### config.mk
export PLATFORM = sky130hd
export DESIGN_NAME = sector_protect_lock_logic
export DESIGN_NICKNAME = d
export VERILOG_FILES = /design/src/sector_protect_pkg.sv /design/src/sector_protect_lock_logic.sv
export VERILOG_INCLUDE_DIRS = /design/src /design/src/src
export SDC_FILE = /design/constraint.sdc
export NUM_CORES = 1
export LEC_CHECK = 0
export ABC_AREA = 0
export BUFFER_PORTS_ARGS = -buffer_cell sky130_fd_sc_hd__buf_2
export CELL_PAD_IN_SITES_DETAIL_PLACEMENT = 1
export CELL_PAD_IN_SITES_GLOBAL_PLACEMENT = 2
export CORE_ASPECT_RATIO = 1.25
export CORE_UTILIZATION = 38
export DETAILED_ROUTE_END_ITERATION = 8
export PLACE_DENSITY = 0.88
export SYNTH_ARGS = -nofsm -noshare
export SYNTH_HDL_FRONTEND = slang
export SYNTH_SLANG_ARGS = --single-unit
### constraint.sdc
create_clock -name mclk_i -period 2.08 [get_ports mclk_i]
set_clock_uncertainty 0.1 [all_clocks]
set_input_delay 0.104 -clock mclk_i [delete_from_list [all_inputs] [get_ports mclk_i]]
set_output_delay 0.104 -clock mclk_i [all_outputs]
set_load 0.05 [all_outputs]
### src/sector_protect_params.svh
// Purpose: constants of the sector protection and lock logic
// Assumes: 64 KB sectors inside a 24-bit byte address
// Notes:   sector count is a plain default, not a device figure
`ifndef SECTOR_PROTECT_PARAMS_SVH
`define SECTOR_PROTECT_PARAMS_SVH

// ==========================================================
// opcodes and sector geometry
`define SP_OPC_READ_PROT   8'h3c
`define SP_SECT_CNT        4
`define SP_SECT_W          2
`define SP_SECT_LSB        16
`define SP_ADDR_BITS       5'd24
`define SP_OPC_BITS        5'd8

// ==========================================================
// status write fields and values
`define SP_SR_LOCK_POS     7
`define SP_SR_GLOB_HI      5
`define SP_SR_GLOB_LO      2
`define SP_GLOB_UNPROT     4'h0
`define SP_GLOB_PROT       4'hf

// ==========================================================
// summary field codes and reset values
`define SP_SUMM_NONE       2'h0
`define SP_SUMM_SOME       2'h1
`define SP_SUMM_ALL        2'h3
`define SP_RST_FLAGS       4'h0
`define SP_RST_LOCK        1'b0
`define SP_RST_SYNC_HI     2'h3

`endif

### src/sector_protect_pkg.sv
// Purpose: types of the sector protection and lock logic
// Assumes: constants come from the params header
// Notes:   whole block state is one packed struct
`include "sector_protect_params.svh"

package sector_protect_pkg;

	typedef enum logic [2:0] {
		ST_IDLE,
		ST_OPC,
		ST_ADDR,
		ST_OUT,
		ST_SKIP
	} phase_t;

	typedef logic [`SP_SECT_CNT-1:0] flags_t;
	typedef logic [`SP_SECT_W-1:0]   sect_t;

	typedef struct packed {
		phase_t      phase;
		logic [4:0]  cnt;
		logic [23:0] sh;
		logic        rd_bit;
		logic        miso;
		logic        oe;
		flags_t      flags;
		logic        lock;
		logic        hw;
		logic [1:0]  summ;
		logic [2:0]  sclk_s;
		logic [1:0]  cs_s;
		logic [1:0]  mosi_s;
		logic [1:0]  wp_s;
	} state_t;

endpackage : sector_protect_pkg

### src/sector_protect_lock_logic.sv
// Purpose: protection read-back and lock logic of a serial flash
// Assumes: spi pins oversampled by mclk_i; spi clock well below mclk_i/4
// Notes:   sector commands and status writes arrive as same-clock pulses
//
// Summary of operation
// - read: opcode, three address bytes pick sector
// - result bit driven every clock after address
// - byte is 00h clear, ffh protected
// - chip select high ends read, releases output
// - read may stop anywhere without side effect
// - read result ignores write-protect pin
// - summary shows all, some or no sectors
// - pin never changes which sectors are protected
// - sector protected exactly when flag is 1
// - hardware lock: pin low and lock bit
// - hardware lock ignores protect, unprotect, status writes
// - unlock write never applies a global pattern
// - pin held low: only reset clears lock
// - software lock ignores sector and global changes
// - lock clears in software lock, sets when unlocked
// - setting lock may apply global pattern too
// - only lock bit stored from status write
// - unlocked: 0 clears all, all ones sets all
`include "sector_protect_params.svh"

module sector_protect_lock_logic (
	input  wire logic                       mclk_i,
	input  wire logic                       sys_rst_i,
	input  wire logic                       spi_sclk_i,
	input  wire logic                       spi_cs_n_i,
	input  wire logic                       spi_mosi_i,
	input  wire logic                       wp_n_i,
	input  wire logic                       sect_protect_i,
	input  wire logic                       sect_unprotect_i,
	input  wire sector_protect_pkg::sect_t  sect_sel_i,
	input  wire logic                       status_wr_i,
	input  wire logic [7:0]                 status_wr_data_i,
	output logic                            spi_miso_o,
	output logic                            spi_miso_oe_o,
	output sector_protect_pkg::flags_t      sect_flags_o,
	output logic                            protect_flags_lock_bit_o,
	output logic                            hw_locked_o,
	output logic [1:0]                      soft_protect_summary_o
);
	import sector_protect_pkg::*;

	state_t q;
	state_t d;

	// ==========================================================
	// pin synchronisers and edge detection
	logic  cs_act;
	logic  sclk_rise;
	logic  sclk_fall;
	logic  mosi;
	logic  wp_low;
	logic  glob_hit_un;
	logic  glob_hit_pr;
	sect_t rd_sect;
	logic  [23:0] sh_nx;

	always_comb begin
		cs_act      = ~q.cs_s[1];
		sclk_rise   = q.sclk_s[1] & ~q.sclk_s[2];
		sclk_fall   = ~q.sclk_s[1] & q.sclk_s[2];
		mosi        = q.mosi_s[1];
		wp_low      = ~q.wp_s[1];
		sh_nx       = {q.sh[22:0], mosi};
		rd_sect     = sh_nx[`SP_SECT_LSB +: `SP_SECT_W];
		glob_hit_un = status_wr_data_i[`SP_SR_GLOB_HI:`SP_SR_GLOB_LO] == `SP_GLOB_UNPROT;
		glob_hit_pr = status_wr_data_i[`SP_SR_GLOB_HI:`SP_SR_GLOB_LO] == `SP_GLOB_PROT;
	end

	// ==========================================================
	// next state
	always_comb begin
		d        = q;
		d.sclk_s = {q.sclk_s[1:0], spi_sclk_i};
		d.cs_s   = {q.cs_s[0], spi_cs_n_i};
		d.mosi_s = {q.mosi_s[0], spi_mosi_i};
		d.wp_s   = {q.wp_s[0], wp_n_i};

		// serial side
		if (!cs_act) begin
			d.phase = ST_IDLE;
			d.oe    = 1'b0;
			d.miso  = 1'b0;
		end else begin
			case (q.phase)
				ST_IDLE: begin
					d.phase = ST_OPC;
					d.cnt   = '0;
				end
				ST_OPC: begin
					if (sclk_rise) begin
						d.sh  = sh_nx;
						d.cnt = q.cnt + 5'd1;
						if (q.cnt == `SP_OPC_BITS - 5'd1) begin
							d.cnt   = '0;
							d.phase = (sh_nx[7:0] == `SP_OPC_READ_PROT) ? ST_ADDR : ST_SKIP;
						end
					end
				end
				ST_ADDR: begin
					if (sclk_rise) begin
						d.sh  = sh_nx;
						d.cnt = q.cnt + 5'd1;
						if (q.cnt == `SP_ADDR_BITS - 5'd1) begin
							// only the stored flag, never the pin
							d.rd_bit = q.flags[rd_sect];
							d.phase  = ST_OUT;
						end
					end
				end
				ST_OUT: begin
					// same bit repeats the whole byte
					if (sclk_fall) begin
						d.miso = q.rd_bit;
						d.oe   = 1'b1;
					end
				end
				// leftover frames only wait for release
				ST_SKIP: d.phase = ST_SKIP;
				default: d.phase = ST_IDLE;
			endcase
		end

		// protection side
		// both conditions together
		if (wp_low && q.lock) begin
			d.lock = q.lock;
		end else if (status_wr_i) begin
			d.lock = status_wr_data_i[`SP_SR_LOCK_POS];
			if (!q.lock && glob_hit_un)
				d.flags = '0;
			else if (!q.lock && glob_hit_pr)
				d.flags = '1;
		end else if (!q.lock) begin
			if (sect_protect_i)
				d.flags[sect_sel_i] = 1'b1;
			else if (sect_unprotect_i)
				d.flags[sect_sel_i] = 1'b0;
		end

		// hw lock uses the next-state lock d.lock, i.e. the lock for next cycle
		d.hw = ~q.wp_s[1] & d.lock;

		if (&d.flags)
			d.summ = `SP_SUMM_ALL;
		else if (|d.flags)
			d.summ = `SP_SUMM_SOME;
		else
			d.summ = `SP_SUMM_NONE;
	end

	// ==========================================================
	// state register
	always_ff @(posedge mclk_i or posedge sys_rst_i) begin
		if (sys_rst_i) begin
			q       <= '0;
			q.cs_s  <= `SP_RST_SYNC_HI;
			q.wp_s  <= `SP_RST_SYNC_HI;
			q.flags <= `SP_RST_FLAGS;
			q.lock  <= `SP_RST_LOCK;
			q.phase <= ST_IDLE;
		end else begin
			q <= d;
		end
	end

	assign spi_miso_o               = q.miso;
	assign spi_miso_oe_o            = q.oe;
	assign sect_flags_o             = q.flags;
	assign protect_flags_lock_bit_o = q.lock;
	assign hw_locked_o              = q.hw;
	assign soft_protect_summary_o   = q.summ;
endmodule : sector_protect_lock_logic

==> reports/metrics.csv, run 1 <==
stage;metric;value;unit
critical_path;slowest CP cell;dfrtp_1;
layout;Finished Core Util;45.05;%
logic_synthesis;Mean Syn Cell Area;11.91;um2
drt;initial DRC count;47;
global_route;first-pass GRT wire length;6.389;mm
critical_path;Worst Path Required;2.21;ns
timing;Max Slew Vio Count;0;
outcome;status;finished, final reports clean;
logic_synthesis;Yosys reg bits;45;
clock_tree;H-Tree Depth;2;
timing;period utilization;88.10;%
logic_synthesis;Post-synth top flop;dfrtp_1;
drt;DR WL/cell;13.84;um
power;Worst VDD drop;0.4380;mV
die;Die ar.;0.005916;mm2
timing;Achievable Freq;0.5457;GHz
critical_path;Crit path max-delay family;simple AND/OR/NAND/NOR gates;
timing;final hold viol count;0;
drt;drt drc;0;
placed_design;count of input and output buffers;25;
die;Die W;69.00;um
global_route;Total GRT Usage;14.80;%
global_route;GRT busiest layer;met2;
worst_hold_path;worst hold path type;input port to register;
worst_hold_path;Worst Hold End;sect_flags_o[2];
logic_synthesis;leading area contributor after synthesis;dfrtp_1;
run;Max-Cap Viols;0;
logic_synthesis;register area share after synthesis;53.05;%
global_route;met1 usage;18.89;%
layout;fill cell count;603;
power;leakage;1.119;nW
critical_path;Critical Path Start Type;register;
drt;via count;1421;
timing;WHS;0.1045;ns
layout;Final Instance Area;0.002435;mm2
layout;Nets;230;
critical_path;Crit. End Element;register;
critical_path;Critical Path, Cell by Cell;ha_1 > nor4bb_4 > nand2_1 > nor4b_2 > o22ai_1 > a21oi_1;
global_route;GRT overflow;0;
critical_path;worst r2r src;q[44];
placed_design;pre-CTS worst setup slack;0.2353;ns
logic_synthesis;post-synth top area share;48.12;%
global_route;GR Util met2;22.68;%
clock_tree;clk buf depth;2;
timing;fin crit period;1.832;ns
layout;Area growth syn-to-layout;14.20;%
logic_synthesis;yosys warns;0;
logic_synthesis;count of cell types in the netlist;49;
timing;Slew HR;62.74;%
clock_tree;clock latency on the worst-skew pair;0.30;ns
logic_synthesis;Synth area leaders;dfrtp_1, mux2_1, dfstp_2, buf_4, mux2_2;
placed_design;gpl congestion;0.7541;
power;P per Cell Area;769.9;mW/mm2
critical_path;Worst Path Arrival;1.96;ns
logic_synthesis;Gate Count Post-Synth;179;
die;initial core utilization;39.44;%
critical_path;worst path bufs/invs;0;
placed_design;half-perimeter wire length after placement;2.753;mm
die;Core Area;0.005405;mm2
critical_path;reg2reg end;q[50];
global_route;largest net degree at the start of global routing;46;
clock_tree;CTS tree;yes;
timing;worst slew pin tran;0.5588;ns
critical_path;depth of the most critical reg-to-reg path;6;
logic_synthesis;EDFF count, synth;0;
drt;Total Wirelength;3.806;mm
clock_tree;CTS Buf Count;5;
critical_path;CP max FO;5;
logic_synthesis;syn nets;199;
clock_tree;Setup Buffers After CTS;0;
die;Rows;30;
layout;layout cells sized above 1;26.07;%
global_route;M3 GR Usage;4.388;%
layout;ant diodes;0;
clock_tree;CTS sink count;45;
critical_path;R2R setup slack;0.25;ns
timing;worst setup slack after layout;0.2475;ns
placed_design;dpl cell area;0.002287;mm2
layout;Seq. cell area;0.001131;mm2
clock_tree;clock tree root buffer cell;clkbuf_8;
timing;setup tns final;0;ns
die;Die Y;85.75;um
worst_hold_path;hold path cells;2;
critical_path;crit path kind;register to register;
global_route;vias in the first global route;1413;
logic_synthesis;ys async rst share;100.0;%
clock_tree;Clk pin slew, worst setup/hold paths;0.08;ns
logic_synthesis;most common cell in the netlist;dfrtp_1;
logic_synthesis;mapped cell area;0.002132;mm2
critical_path;CP peak stage delay;0.38;ns
logic_synthesis;Synth top cells by count;dfrtp_1, mux2_1, nor2_1;
drt;1st-pass router iterations;4;
drt;vias per inst;5.167;
timing;RSZ-0062 raised after global routing;false;
global_route;initial antenna violation count;0;
layout;Multi-input gate area;894.6;um2
worst_hold_path;Hold Startpoint;status_wr_i;
drt;antenna viol nets, final;0;
die;Top-Level Pins;29;
timing;Final setup viols;0;
==> power by group <==
part,switching (mW),internal (mW),total (mW)
Sequential,0.0652,0.954,1.02
Combinational,0.213,0.122,0.335
Clock,0.284,0.236,0.520
==> layer usage <==
metal  part of all wire [%]  vias to the layer above  routed length, um
met3                    2.2                        5                 84
met2                     48                       22               1821
met1                     48                      699               1815
met4                    2.2                        0                 84
li1                       -                      695                  -
met5                      0                        -                  0
==> sequential cells by signal, summed over array words and instances (netlist names) <==
signal and count:
q 29, d 5, sect_flags_o 4, soft_protect_summary_o 2, hw_locked_o 1, mosi 1
protect_flags_lock_bit_o 1, spi_miso_o 1, spi_miso_oe_o 1
==> per-stage QoR <==
step / total power [mW] / cells
after floorplan: 1.303 / 179
after global placement: 1.360 / 261
after detailed placement: 1.370 / 261
after CTS: 1.914 / 275
after global routing: 1.988 / 275
final: 1.875 / 275
==> worst register-to-register path, stage by stage, from the launching register on <==
cell,delay (ns)
dfrtp_1,0.38
ha_1,0.25
nor4bb_4,0.37
nand2_1,0.11
nor4b_2,0.30
o22ai_1,0.12
a21oi_1,0.13
==> worst max path at each step <==
stage,startpoint,to,slack [ns],cells after the start
detailed placement,q[44],q[50],0.24,6
global placement,q[44],q[50],0.29,6
global route,q[44],q[50],0.06,6
CTS,q[44],q[50],0.22,6
floorplan,protect_flags_lock_bit_o,soft_protect_summary_o[0],0.18,6
finish,q[44],q[50],0.25,6
==> cells in the final DEF, fill, tap and decap left out, types with 2 or more instances in the layout <==
master	n
dfrtp_1	41
buf_2	25
mux2_1	15
nor2_1	12
nand2_1	10
nand3_1	8
o21ai_1	8
a21oi_1	7
dlygate4sd3_1	6
nand2b_1	5
clkbuf_8	5
buf_4	5
mux2_2	4
inv_1	4
dfstp_2	4
nand4b_1	3
a22o_1	3
xor2_1	2
and2b_1	2
nand4_1	2
a32oi_1	2
o22ai_1	2
nor3_1	2
nor2b_1	2
nor4_1	2
nor3b_1	2
clkinvlp_4	2
==> repair_timing <==
item / CTS / global route
endpoints found under the hold margin: 46 / 0
gates resized for setup: 0 / 0
hold buffers: 6 / 0
==> final cells by class <==
class | instances | area share (%)
clock buffer | 6 | 2.980
tap | 64 | 3.289
clock inverter | 2 | 0.6166
sequential | 45 | 46.45
multi-input combinational | 117 | 36.74
inverter | 5 | 0.7708
timing repair buffer | 36 | 9.147
==> logic make-up after synthesis <==
group	count (synthesis)	synth area share, %
xor gates and xnor gates	2	0.8217
muxes	21	11.56
AOI/OAI and AO/OA	31	10.56
DFF	45	53.05
buffers and inverters	17	4.988
adders and majority gates	1	0.5868
and+or+nand+nor	62	18.43
(Power assumes the default switching activity.)
==> inputs of run 2 (changes only) <==
==> constraint.sdc (replaced) <==
create_clock -name mclk_i -period 2.08 [get_ports mclk_i]
set_clock_uncertainty 0.1 [all_clocks]
set_input_delay 0.208 -clock mclk_i [delete_from_list [all_inputs] [get_ports mclk_i]]
set_output_delay 0.208 -clock mclk_i [all_outputs]
set_load 0.05 [all_outputs]
==> run 2 against run 1 <==
Effect of this change: sequential cell count stayed put; maximum frequency decreased by 2.5%; via count up 1.4%; setup slack got worse by 0.047 ns.
==> reports/metrics.csv, run 2 (synthesis results as in run 1) <==
stage;metric;value;unit
outcome;status;finished, final reports clean;
timing;WHS;0.07398;ns
clock_tree;clock tree root buffer cell;clkbuf_8;
timing;Final setup viols;0;
worst_hold_path;hold path cells;2;
critical_path;Worst Path Arrival;2.00;ns
power;Worst VDD drop;0.3518;mV
layout;ant diodes;0;
placed_design;placed insts;262;
placed_design;count of input and output buffers;25;
global_route;largest net degree at the start of global routing;46;
die;Top-Level Pins;29;
timing;final hold viol count;0;
layout;Area growth syn-to-layout;13.85;%
drt;initial DRC count;50;
clock_tree;CTS sink count;45;
drt;1st-pass router iterations;4;
clock_tree;CTS tree;yes;
global_route;initial antenna violation count;0;
timing;fin crit period;1.880;ns
die;initial core utilization;39.44;%
drt;vias per inst;5.240;
timing;setup tns final;0;ns
clock_tree;# resized after CTS;0;
global_route;first-pass GRT wire length;6.982;mm
power;leakage;1.127;nW
critical_path;Critical Path Start Type;register;
timing;worst slew pin tran;0.5545;ns
layout;Finished Core Util;44.91;%
drt;Total Wirelength;4.030;mm
placed_design;gpl congestion;0.7517;
placed_design;half-perimeter wire length after placement;2.930;mm
global_route;GRT overflow;0;
global_route;vias in the first global route;1504;
die;Die Y;85.75;um
clock_tree;Clk pin slew, worst setup/hold paths;0.08;ns
worst_hold_path;worst hold path type;input port to register;
layout;most common cell after layout, fill and taps aside;dfrtp_1;
drt;DR WL/cell;14.65;um
clock_tree;Setup Buffers After CTS;0;
timing;Slew HR;63.03;%
run;Max-Cap Viols;0;
power;P per Cell Area;770.5;mW/mm2
die;Core Area;0.005405;mm2
drt;drt drc;0;
timing;Max Slew Vio Count;0;
clock_tree;CTS Buf Count;5;
layout;Finished Layout Cells;275;
timing;Achievable Freq;0.5320;GHz
power;Power, Total;1.870;mW
layout;layout cells sized above 1;26.54;%
global_route;Total GRT Usage;15.92;%
layout;fill cell count;618;
critical_path;crit path kind;register to register;
layout;most frequent cells in the layout;dfrtp_1, buf_2, mux2_1;
die;Die W;69.00;um
clock_tree;clk buf depth;2;
critical_path;CP max FO;5;
timing;period utilization;90.37;%
timing;RSZ-0062 raised after global routing;false;
layout;Nets;230;
critical_path;Crit. End Element;register;
clock_tree;clock latency on the worst-skew pair;0.29;ns
drt;via count;1441;
layout;number of flip-flops in the largest register;29;
critical_path;Worst Path Required;2.20;ns
die;Rows;30;
critical_path;depth of the most critical reg-to-reg path;6;
die;Die ar.;0.005916;mm2
layout;largest reg by FF count;q;
clock_tree;H-Tree Depth;2;
drt;antenna viol nets, final;0;
==> run 2: cell count changes in the layout (fill, tap and decap cells not counted) <==
cell	previous run	this run
buf_4	5	6
clkinv_2	0	2
clkinvlp_4	2	0
dlygate4sd3_1	6	5
==> run 2: what timing repair did <==
action                                  in CTS  in global routing
hold buffers                                 5                  0
endpoints found under the setup margin       0                  0
hold endpoints to repair                    45                  0
==> run 2: area by class of cell <==
class	instances	area [um2]	share of cell area [%]
flip-flops and latches	45	1131	46.60
inverters	5	18.77	0.7732
clock inverters	2	10.01	0.4124
multi-input cells	117	894.6	36.86
well taps	64	80.08	3.299
clock buffers	6	72.57	2.990
repair buffers	36	220.2	9.072
==> run 2: final timing paths <==
check                                    start  slack [ns]                  endpoint
setup / recovery                         q[44]        0.20                     q[50]
hold / removal             status_wr_data_i[7]        0.07  protect_flags_lock_bit_o
setup reg to reg                         q[44]        0.20                     q[50]
hold reg to reg                           d[7]        0.25                      d[8]
max in group asynchronous            sys_rst_i        1.00                      d[1]
min in group asynchronous            sys_rst_i        0.49                     q[48]
==> run 2: metal layers <==
metal  part of all wire (%)  global-route usage (%)
met5                      0                       0
met2                     50                   25.07
met4                    1.9                   6.122
met1                     46                   20.65
met3                    2.0                   3.989
==> run 2: through the flow <==
stage	worst slack, ns	instance area [um2]
6_report	0.2004	2427
4_1_cts	0.1910	2427
3_5_place_dp	0.2166	2295
2_1_floorplan	0.1838	2132
5_1_grt	0.07656	2427
3_3_place_gp	0.2858	2295
==> run 2: worst max-delay path, stage by stage (launching register included) <==
cell,delay [ns]
dfrtp_1,0.38
ha_1,0.25
nor4bb_4,0.37
nand2_1,0.11
nor4b_2,0.33
o22ai_1,0.13
a21oi_1,0.13
==> run 2: power breakdown <==
| group | internal (mW) | switching, mW |
|---|---|---|
| Combinational | 0.122 | 0.212 |
| Sequential | 0.955 | 0.0667 |
| Clock | 0.233 | 0.282 |
| Total | 1.31 | 0.561 |
